--- src/hw/twowire_st_defs.svh ---
// Purpose: constants for the two-wire slave transmitter status block
// Assumes: APB byte addresses, 32-bit data words
// Notes:   offsets, fields, status codes and reset values
`ifndef TWOWIRE_ST_DEFS_SVH
`define TWOWIRE_ST_DEFS_SVH

// ---------------------------------------------
// register offsets
// ---------------------------------------------
`define OFF_CONTROL    12'h000
`define OFF_STATUS     12'h004
`define OFF_DATA       12'h008
`define OFF_OWNADDR    12'h00C

// ---------------------------------------------
// control fields
// ---------------------------------------------
`define CTL_SERVICE    7
`define CTL_ACKEN      6
`define CTL_START      5
`define CTL_STOP       4
`define CTL_ENABLE     2

// ---------------------------------------------
// status codes and misc values
// ---------------------------------------------
`define ST_OWN_READ    8'hA8
`define ST_ARB_READ    8'hB0
`define ST_DATA_ACK    8'hB8
`define ST_DATA_NACK   8'hC0
`define ST_LAST_ACK    8'hC8
`define ST_IDLE        8'hF8
`define ST_BUS_ERROR   8'h00
`define PRESC_MASK     8'hF8
`define RESET_OWNADDR  8'h00
`define RESET_DATA     8'h00
`define GENCALL_ADDR   7'h00
`define BITS_PER_BYTE  4'h8
`define CTL_LAST_BIT   4'h9

`endif

--- src/hw/twowire_st_pkg.sv ---
// Purpose: shared types for the two-wire slave transmitter block
// Assumes: constants come from the defs header
// Notes:   slave sequencer states
package twowire_st_pkg;

	typedef enum logic [2:0]
	{
		PH_IDLE   = 3'b000,
		PH_ADDR   = 3'b001,
		PH_ADRACK = 3'b010,
		PH_TXBIT  = 3'b011,
		PH_TXACK  = 3'b100,
		PH_HOLD   = 3'b101,
		PH_IGNORE = 3'b110
	} phase_e;

endpackage

--- src/hw/line_sync.sv ---
// Purpose: two-flop synchroniser with edge and condition detection
// Assumes: scl and sda sampled from pins on mclk
// Notes:   first flop read only by the second
`timescale 1ns/1ps
`default_nettype none

module line_sync
(
	// clock and reset
	input  wire logic mclk,
	input  wire logic rstn,
	// pins
	input  wire logic sclIn,
	input  wire logic sdaIn,
	// conditioned outputs
	output logic      sclLevel,
	output logic      sdaLevel,
	output logic      sclRise,
	output logic      sclFall,
	output logic      startSeen,
	output logic      stopSeen
);

	typedef struct packed
	{
		logic [1:0] sclMeta;
		logic [1:0] sdaMeta;
		logic       sclOld;
		logic       sdaOld;
	} sync_s;

	sync_s s_q;
	sync_s s_d;

	always_comb
	begin
		s_d = s_q;
		s_d.sclMeta = {s_q.sclMeta[0], sclIn};
		s_d.sdaMeta = {s_q.sdaMeta[0], sdaIn};
		s_d.sclOld  = s_q.sclMeta[1];
		s_d.sdaOld  = s_q.sdaMeta[1];
	end

	always_ff @(posedge mclk or negedge rstn)
	begin
		if (!rstn)
			s_q <= '{sclMeta: 2'b11, sdaMeta: 2'b11, sclOld: 1'b1, sdaOld: 1'b1};
		else
			s_q <= s_d;
	end

	assign sclLevel  = s_q.sclMeta[1];
	assign sdaLevel  = s_q.sdaMeta[1];
	assign sclRise   = s_q.sclMeta[1] & ~s_q.sclOld;
	assign sclFall   = ~s_q.sclMeta[1] & s_q.sclOld;
	assign startSeen = s_q.sclMeta[1] & s_q.sclOld & s_q.sdaOld & ~s_q.sdaMeta[1];
	assign stopSeen  = s_q.sclMeta[1] & s_q.sclOld & ~s_q.sdaOld & s_q.sdaMeta[1];

endmodule

`default_nettype wire

--- src/hw/twowire_slave_transmit_status.sv ---
// Contract
// - own address read acked: flag, code A8
// - arbitration lost, own read: code B0
// - byte sent, acked: code B8
// - byte sent, not acked: code C0
// - last byte still acked: code C8
// - A8/B0/B8: load byte, clear flag
// - C0/C8 with ack off: fully unaddressed
// - ack on: own address, general call if enabled
// - start request: start when bus free
// - flag clear reports F8
// - F8: hardware waits or continues
// - misplaced start/stop reports 00
// - bus error sets service flag
// - recovery: unaddressed, stop bit self-clears
// - recovery releases lines, no stop sent
// - codes valid with prescaler bits zero
// - read direction enters transmit, else not
// - after last byte master gets ones
//
// Purpose: slave transmitter status and response logic over APB
// Assumes: pins sampled through line_sync; master owns scl
// Notes:   master side only requests a start; no master sequencer
//
// Decided for this implementation: register access over APB and the register offsets.
`timescale 1ns/1ps
`default_nettype none
`include "twowire_st_defs.svh"

module twowire_slave_transmit_status
(
	// clock and reset
	input  wire logic        mclk,
	input  wire logic        rstn,
	// apb slave
	input  wire logic        psel,
	input  wire logic        penable,
	input  wire logic        pwrite,
	input  wire logic [11:0] paddr,
	input  wire logic [31:0] pwdata,
	output logic      [31:0] prdata,
	output logic             pready,
	output logic             pslverr,
	// master side hooks
	input  wire logic        arbLostAddr,
	output logic             startIssue,
	// bus pins
	input  wire logic        sclIn,
	output logic             sclOut,
	output logic             sclOe,
	input  wire logic        sdaIn,
	output logic             sdaOut,
	output logic             sdaOe
);
	import twowire_st_pkg::*;

	// ---------------------------------------------
	// state
	// ---------------------------------------------
	typedef struct packed
	{
		phase_e      phase;
		logic [3:0]  bitCnt;
		logic [7:0]  shift;
		logic [7:0]  status;
		logic        service;
		logic        ackEn;
		logic        startReq;
		logic        stopReq;
		logic        enable;
		logic        lastByte;
		logic        arbPend;
		logic        busBusy;
		logic [7:0]  dataReg;
		logic [7:0]  ownAddr;
		logic        sdaLow;
		logic        sclLow;
		logic        startPulse;
		logic [31:0] rdata;
		logic        ready;
		logic        slvErr;
	} state_s;

	state_s s_q;
	state_s s_d;

	logic sclLevel;
	logic sdaLevel;
	logic sclRise;
	logic sclFall;
	logic startSeen;
	logic stopSeen;

	line_sync u_sync
	(
		.mclk      (mclk),
		.rstn      (rstn),
		.sclIn     (sclIn),
		.sdaIn     (sdaIn),
		.sclLevel  (sclLevel),
		.sdaLevel  (sdaLevel),
		.sclRise   (sclRise),
		.sclFall   (sclFall),
		.startSeen (startSeen),
		.stopSeen  (stopSeen)
	);

	// ---------------------------------------------
	// next state
	// ---------------------------------------------
	logic       wrEn;
	logic       rdEn;
	logic       ctlWr;
	logic       clearFlag;
	logic       addrHit;
	logic       inFrame;
	logic [7:0] ctlView;

	always_comb
	begin
		s_d = s_q;
		s_d.startPulse = 1'b0;
		s_d.ready = 1'b0;
		wrEn = psel & penable & pwrite & ~s_q.ready;
		rdEn = psel & penable & ~pwrite & ~s_q.ready;
		ctlWr = wrEn & (paddr == `OFF_CONTROL);
		clearFlag = ctlWr & pwdata[`CTL_SERVICE];
		inFrame = (s_q.phase != PH_IDLE) && (s_q.phase != PH_IGNORE);
		addrHit = s_q.ackEn & s_q.enable &
			((s_q.shift[7:1] == s_q.ownAddr[7:1]) |
			(s_q.ownAddr[0] & (s_q.shift[7:1] == `GENCALL_ADDR)));
		ctlView = {s_q.service, s_q.ackEn, s_q.startReq, s_q.stopReq,
			1'b0, s_q.enable, 2'b00};

		// bus occupancy for start request
		if (startSeen)
			s_d.busBusy = 1'b1;
		if (stopSeen)
			s_d.busBusy = 1'b0;
		if (arbLostAddr)
			s_d.arbPend = 1'b1;

		// serial sequencer; idle while flag set holds the clock
		unique case (s_q.phase)
			PH_IDLE:
			begin
			end
			PH_ADDR:
				if (sclRise)
				begin
					s_d.shift = {s_q.shift[6:0], sdaLevel};
					s_d.bitCnt = s_q.bitCnt + 4'h1;
				end
				else if (sclFall && s_q.bitCnt == `BITS_PER_BYTE)
				begin
					if (addrHit && s_q.shift[0])
					begin
						s_d.sdaLow = 1'b1;
						s_d.phase = PH_ADRACK;
					end
					else
						s_d.phase = PH_IGNORE;
				end
			PH_ADRACK:
				if (sclFall)
				begin
					s_d.sdaLow = 1'b0;
					s_d.sclLow = 1'b1;
					s_d.service = 1'b1;
					s_d.status = s_q.arbPend ? `ST_ARB_READ : `ST_OWN_READ;
					s_d.arbPend = 1'b0;
					s_d.phase = PH_HOLD;
				end
			PH_HOLD:
			begin
			end
			PH_TXBIT:
				if (sclFall)
				begin
					if (s_q.bitCnt == `BITS_PER_BYTE - 4'h1)
					begin
						s_d.sdaLow = 1'b0;
						s_d.phase = PH_TXACK;
					end
					else
					begin
						s_d.shift = {s_q.shift[6:0], 1'b1};
						s_d.sdaLow = ~s_q.shift[6];
						s_d.bitCnt = s_q.bitCnt + 4'h1;
					end
				end
			PH_TXACK:
				if (sclRise)
				begin
					s_d.service = 1'b1;
					s_d.sclLow = 1'b0;
					if (sdaLevel)
						s_d.status = `ST_DATA_NACK;
					else if (s_q.lastByte)
						s_d.status = `ST_LAST_ACK;
					else
						s_d.status = `ST_DATA_ACK;
					s_d.bitCnt = `CTL_LAST_BIT;
				end
				else if (sclFall && s_q.bitCnt == `CTL_LAST_BIT)
				begin
					s_d.sclLow = 1'b1;
					s_d.phase = PH_HOLD;
				end
			PH_IGNORE:
			begin
			end
			default:
				s_d.phase = PH_IDLE;
		endcase

		// start and stop on the bus
		if (startSeen)
		begin
			if (inFrame && !(s_q.phase == PH_ADDR && s_q.bitCnt == 4'h0))
			begin
				s_d.service = 1'b1;
				s_d.status = `ST_BUS_ERROR;
				s_d.phase = PH_IDLE;
			end
			else
			begin
				s_d.phase = PH_ADDR;
				s_d.bitCnt = 4'h0;
				s_d.sdaLow = 1'b0;
			end
		end
		else if (stopSeen)
		begin
			if (s_q.phase == PH_ADDR || s_q.phase == PH_ADRACK || s_q.phase == PH_TXBIT ||
				s_q.phase == PH_TXACK)
			begin
				s_d.service = 1'b1;
				s_d.status = `ST_BUS_ERROR;
			end
			s_d.phase = PH_IDLE;
			s_d.sdaLow = 1'b0;
			s_d.sclLow = 1'b0;
		end

		// issue pending start once the bus is free
		if (s_q.startReq && !s_q.service && !s_q.busBusy && sclLevel && sdaLevel)
		begin
			s_d.startPulse = 1'b1;
			s_d.startReq = 1'b0;
		end

		// apb writes
		if (wrEn)
		begin
			unique case (paddr)
				`OFF_CONTROL:
				begin
					s_d.ackEn = pwdata[`CTL_ACKEN];
					s_d.startReq = pwdata[`CTL_START];
					s_d.stopReq = pwdata[`CTL_STOP];
					s_d.enable = pwdata[`CTL_ENABLE];
				end
				`OFF_DATA:    s_d.dataReg = pwdata[7:0];
				`OFF_OWNADDR: s_d.ownAddr = pwdata[7:0];
				default:
				begin
				end
			endcase
		end

		// software clears the flag: service the held status
		if (clearFlag && s_q.service && (s_d.status == s_q.status))
		begin
			s_d.service = 1'b0;
			s_d.sclLow = 1'b0;
			if (s_q.status == `ST_BUS_ERROR && pwdata[`CTL_STOP])
			begin
				s_d.stopReq = 1'b0;
				s_d.phase = PH_IDLE;
				s_d.sdaLow = 1'b0;
			end
			else if (s_q.status == `ST_OWN_READ || s_q.status == `ST_ARB_READ ||
				s_q.status == `ST_DATA_ACK)
			begin
				s_d.shift = s_q.dataReg;
				s_d.lastByte = ~pwdata[`CTL_ACKEN];
				s_d.sdaLow = ~s_q.dataReg[7];
				s_d.bitCnt = 4'h0;
				s_d.phase = PH_TXBIT;
			end
			else if (s_q.status == `ST_DATA_NACK || s_q.status == `ST_LAST_ACK)
			begin
				s_d.sdaLow = 1'b0;
				s_d.phase = PH_IGNORE;
			end
			s_d.status = `ST_IDLE;
		end

		// apb reads
		if (rdEn)
		begin
			unique case (paddr)
				`OFF_CONTROL: s_d.rdata = {24'h00_0000, ctlView};
				`OFF_STATUS:  s_d.rdata = {24'h00_0000, s_q.status & `PRESC_MASK};
				`OFF_DATA:    s_d.rdata = {24'h00_0000, s_q.dataReg};
				`OFF_OWNADDR: s_d.rdata = {24'h00_0000, s_q.ownAddr};
				default:      s_d.rdata = 32'h0000_0000;
			endcase
		end
		if (psel && penable && !s_q.ready)
		begin
			s_d.ready = 1'b1;
			s_d.slvErr = ~((paddr == `OFF_CONTROL) | (paddr == `OFF_STATUS) |
				(paddr == `OFF_DATA) | (paddr == `OFF_OWNADDR));
		end
	end

	always_ff @(posedge mclk or negedge rstn)
	begin
		if (!rstn)
		begin
			s_q <= '0;
			s_q.phase <= PH_IDLE;
			s_q.status <= `ST_IDLE;
			s_q.dataReg <= `RESET_DATA;
			s_q.ownAddr <= `RESET_OWNADDR;
		end
		else
			s_q <= s_d;
	end

	// ---------------------------------------------
	// outputs
	// ---------------------------------------------
	assign prdata     = s_q.rdata;
	assign pready     = s_q.ready;
	assign pslverr    = s_q.slvErr;
	assign startIssue = s_q.startPulse;
	assign sclOut     = 1'b0;
	assign sclOe      = s_q.sclLow;
	assign sdaOut     = 1'b0;
	assign sdaOe      = s_q.sdaLow;

	// ---------------------------------------------
	// checks
	// ---------------------------------------------
	flag_idle_a: assert property (@(posedge mclk) disable iff (!rstn)
		!s_q.service |-> s_q.status == `ST_IDLE)
		else $error("flag clear but status not idle");

	hold_clock_a: assert property (@(posedge mclk) disable iff (!rstn)
		s_q.phase == PH_HOLD && s_q.service |-> sclOe)
		else $error("clock not held while flag set");

	bus_error_a: assert property (@(posedge mclk) disable iff (!rstn)
		startSeen && (s_q.phase == PH_TXBIT || (s_q.phase == PH_ADDR && s_q.bitCnt != 4'h0))
		|=> s_q.service && s_q.status == `ST_BUS_ERROR)
		else $error("bus error not flagged");

	recover_stop_a: assert property (@(posedge mclk) disable iff (!rstn)
		clearFlag && s_q.service && s_q.status == `ST_BUS_ERROR && pwdata[`CTL_STOP]
		&& !startSeen && !stopSeen |=> !s_q.stopReq && !sdaOe && !sclOe)
		else $error("bus error recovery incomplete");

	ack_code_a: assert property (@(posedge mclk) disable iff (!rstn)
		s_q.phase == PH_TXACK && sclRise && !sdaLevel && !s_q.lastByte && !startSeen
		&& !stopSeen |=> s_q.status == `ST_DATA_ACK)
		else $error("ack after byte not reported");

	nack_code_a: assert property (@(posedge mclk) disable iff (!rstn)
		s_q.phase == PH_TXACK && sclRise && sdaLevel && !startSeen
		&& !stopSeen |=> s_q.status == `ST_DATA_NACK)
		else $error("nack after byte not reported");

	ignore_ones_a: assert property (@(posedge mclk) disable iff (!rstn)
		s_q.phase == PH_IGNORE |-> !sdaOe)
		else $error("data driven while ignoring master");

	start_free_a: assert property (@(posedge mclk) disable iff (!rstn)
		startIssue |-> $past(s_q.startReq) && !s_q.startReq)
		else $error("start issued without request");

endmodule

`default_nettype wire

--- config.mk ---
export PLATFORM = sky130hd
export DESIGN_NAME = twowire_slave_transmit_status
export DESIGN_NICKNAME = d
export VERILOG_FILES = /design/src/hw/twowire_st_pkg.sv /design/src/hw/line_sync.sv /design/src/hw/twowire_slave_transmit_status.sv
export VERILOG_INCLUDE_DIRS = /design/src /design/src/hw
export SDC_FILE = /design/constraint.sdc
export NUM_CORES = 1
export LEC_CHECK = 0
export BUFFER_PORTS_ARGS = -buffer_cell sky130_fd_sc_hd__buf_2
export CAP_MARGIN = 20
export CORE_MARGIN = 2
export CORE_UTILIZATION = 25
export CTS_CLUSTER_SIZE = 30
export DETAILED_ROUTE_END_ITERATION = 7
export PLACE_DENSITY = 0.53
export REMOVE_ABC_BUFFERS = 1
export SLEW_MARGIN = 10
export SYNTH_ARGS = -nofsm -noshare
export SYNTH_HDL_FRONTEND = slang
export SYNTH_SLANG_ARGS = --single-unit
--- constraint.sdc ---
create_clock -name mclk -period 3.4 [get_ports mclk]
set_clock_uncertainty 0.1 [all_clocks]
set_input_delay 0.34 -clock mclk [delete_from_list [all_inputs] [get_ports mclk]]
set_output_delay 0.34 -clock mclk [all_outputs]
set_load 0.01 [all_outputs]
==> summary.txt <==
Status - finished clean
Wire length per cell - 15.26 microns
YS warnings - 0
Die Span Y - 132.4 microns
CTS tree - yes
Met2 Use GR - 0.1903
Initial antenna violation count - 1
Most frequent cells in the layout - dfrtp_1, nand2_1, buf_2
Drc violations - 0
Area of the multi-input gates - 2157 sq um
DRT iter0 DRCs - 227
Final Power - 2.637 mW
Seq cells post-synth - 66
WP data required - 3.52 ns
Starting density of the core - 0.2576
CTS Buf Count - 9
Synth top area cells - dfrtp_1, mux2_2, dfstp_2
Total negative slack - 0 ns
Detailed Place HPWL - 7.619 mm
Root Driver - clkbuf_16
H-tree depth - 3
Setup repair after global routing missed its margin - no
Vias/cell - 4.726
Max Cap Viol - 0
Fin. Hold Viols - 0
CP arrival - 3.15 ns
FF+latch area - 1665 sq um
Vias in the first global route - 3,086
PwrDens - 549.4 nW/um^2
Slew HR - 0.5258
Async SR Flop Fraction - 1.000
P&R area growth vs syn - 16.45%
Max Buffers Root-to-Sink - 2
Seq/Total Area, Yosys - 0.4041
Layout cells sized above 1 - 0.2989
Worst Tran Pin Value - 0.7113 ns
Clock transition at the registers of the reported paths - 0.05 ns
Grt met3 use - 0.03652
FMAX - 0.3308 GHz
CP Capture Type - register
Yosys top cell by area - dfrtp_1
Netlist cell types - 69
Number of synthesized flops with an enable pin - 0
Leak pwr - 2.176 nW
CTS Sinks - 66
Ports - 91
Final setup viols - 0
Pin count of the biggest net entering global routing - 31
Rows - 46
Max FO, Critical Path - 15
Vias after detailed routing - 3,176
Mapped cell area - 4121 sq um
Worst Setup Start Kind - register
Synth Flop Type - dfrtp_1
Hold Crit Class - in2reg
GP Congestion - 0.8462
I/O Buffers - 40
DRT Pass-1 Iters - 5
Post-synthesis cell count - 410
Post-CTS sizing - 0
Width of the die - 132.4 microns
Fin crit period - 3.023 ns
Mean Syn Cell Area - 10.05 sq um
GRT overflow - 0
First-pass GRT wire length - 16.73 mm
Clock latency on the worst-skew pair - 0.34 ns
GR Util met1 - 0.1600
Filler cells - 1,678
Nets - 506
GRT Total Usage - 0.1219
Critical path class - reg2reg
Die area - 17,530 sq um
CORE AREA - 16,000 sq um
Commonest non-fill, non-tap cell in the layout - dfrtp_1
Final Max Slew Viols - 0
Drt total wl - 10.26 mm
Routed Antenna Nets - 0
Final Cycle Share - 0.8892
Max IR drop VDD - 0.2740 mV
Post-synth top area share - 0.3339
GR peak layer - met2
through the flow:
step / cell area [sq um] / utilization / std cells / setup slack [ns] / hold WS (ns)
global route: 4797 / 0.2998 / 671 / 0.2512 / 0.1177
floorplan: 3875 / - / 382 / 0.6986 / -0.05559
CTS: 4797 / 0.2998 / 671 / 0.4284 / 0.1015
global placement: 4451 / 0.2782 / 652 / 0.5045 / 0.2473
finish: 4800 / 0.3000 / 672 / 0.3769 / 0.1061
detailed placement: 4451 / 0.2782 / 652 / 0.4429 / 0.2487
repair_timing:
action | CTS | global route
setup buffers | 0 | 0
hold buffers | 3 | 0
hold endpoints to repair | 25 | 0
final cells by class:
class | count | area share
Timing Repair Buffer | 57 | 0.06986
Multi-Input combinational cell | 302 | 0.4494
Clock buffer | 13 | 0.05631
Inverter | 14 | 0.01095
Sequential cell | 66 | 0.3470
Tap cell | 216 | 0.05631
Clock inverter | 3 | 0.009645
Antenna cell | 1 | 0.0005214
worst paths after layout:
kind | from | end | slack (ns) | cells past startpoint
max in group asynchronous | rstn | s_q[79] | 1.65 | 4
hold reg to reg | u_sync.s_d[5] | u_sync.sclLevel | 0.26 | 0
setup reg to reg | s_q[82] | s_q[76] | 0.38 | 9
setup / recovery | s_q[82] | s_q[76] | 0.38 | 9
min in group asynchronous | rstn | s_q[61] | 0.49 | 2
hold / removal | arbLostAddr | s_q[54] | 0.11 | 2
cells by family after synthesis:
group                    share of synthesized area
AO/OA/AOI/OAI                               0.1475
flip-flops                                  0.4041
XOR/XNOR                                   0.02125
adder cells (fa/ha/maj)                    0.01214
other                                    0.0009099
AND/OR/NAND/NOR                             0.1840
multiplexers                                0.1348
buffers and inverters                      0.09533
synthesized netlist by cell type (2+ instances only):
library cell	n
dfrtp_1	55
a21oi_1	15
nand3b_1	2
nor4_1	6
buf_1	2
nand3_1	8
and3b_1	6
ha_1	4
o31ai_1	5
xnor2_1	5
and3_1	6
a221o_1	2
inv_1	14
clkbuf_1	13
o211ai_1	3
mux2i_1	6
a41oi_1	3
nor3b_1	2
xor2_1	5
buf_4	35
a31o_2	2
o21bai_1	2
nand4_1	2
nand2b_1	6
nor2b_1	7
dfstp_2	11
o21ai_0	24
a211oi_2	3
nor3_2	2
nor3_1	6
a22oi_1	3
and2_1	4
mux2_4	3
nand2_1	40
a31oi_1	5
mux2_2	32
o22ai_1	3
mux4_2	4
nor2_1	23
buf_2	2
per-layer routing:
metal / up-vias / share of wire
met5: - / 0
met3: 9 / 0.064
met1: 1574 / 0.46
li1: 1498 / -
met4: 0 / 0.013
met2: 95 / 0.46
worst max-delay path, cell delays in order (launching register included):
cell and delay [ns]:
dfrtp_1 0.48, buf_4 0.23, nor4_1 0.19, a2bb2oi_1 0.11, buf_4 0.17, a211oi_2 0.42
a21oi_1 0.18, nor3_2 0.26, nand4_4 0.35, mux2_4 0.40
registers in the layout, summed over array words and instances (netlist names):
signal / flops
sdaOe: 1
u_sync.sclLevel: 1
u_sync.sdaLevel: 1
startIssue: 1
sclOe: 1
pslverr: 1
prdata: 8
s_q: 42
ctlView: 5
u_sync.s_d: 2
pready: 1
u_sync.s_q: 2
where the power goes:
part | internal [mW] | switching, mW
combinational | 0.301 | 0.311
clock | 0.629 | 0.343
sequential | 0.901 | 0.153
(Power assumes the default switching activity.)
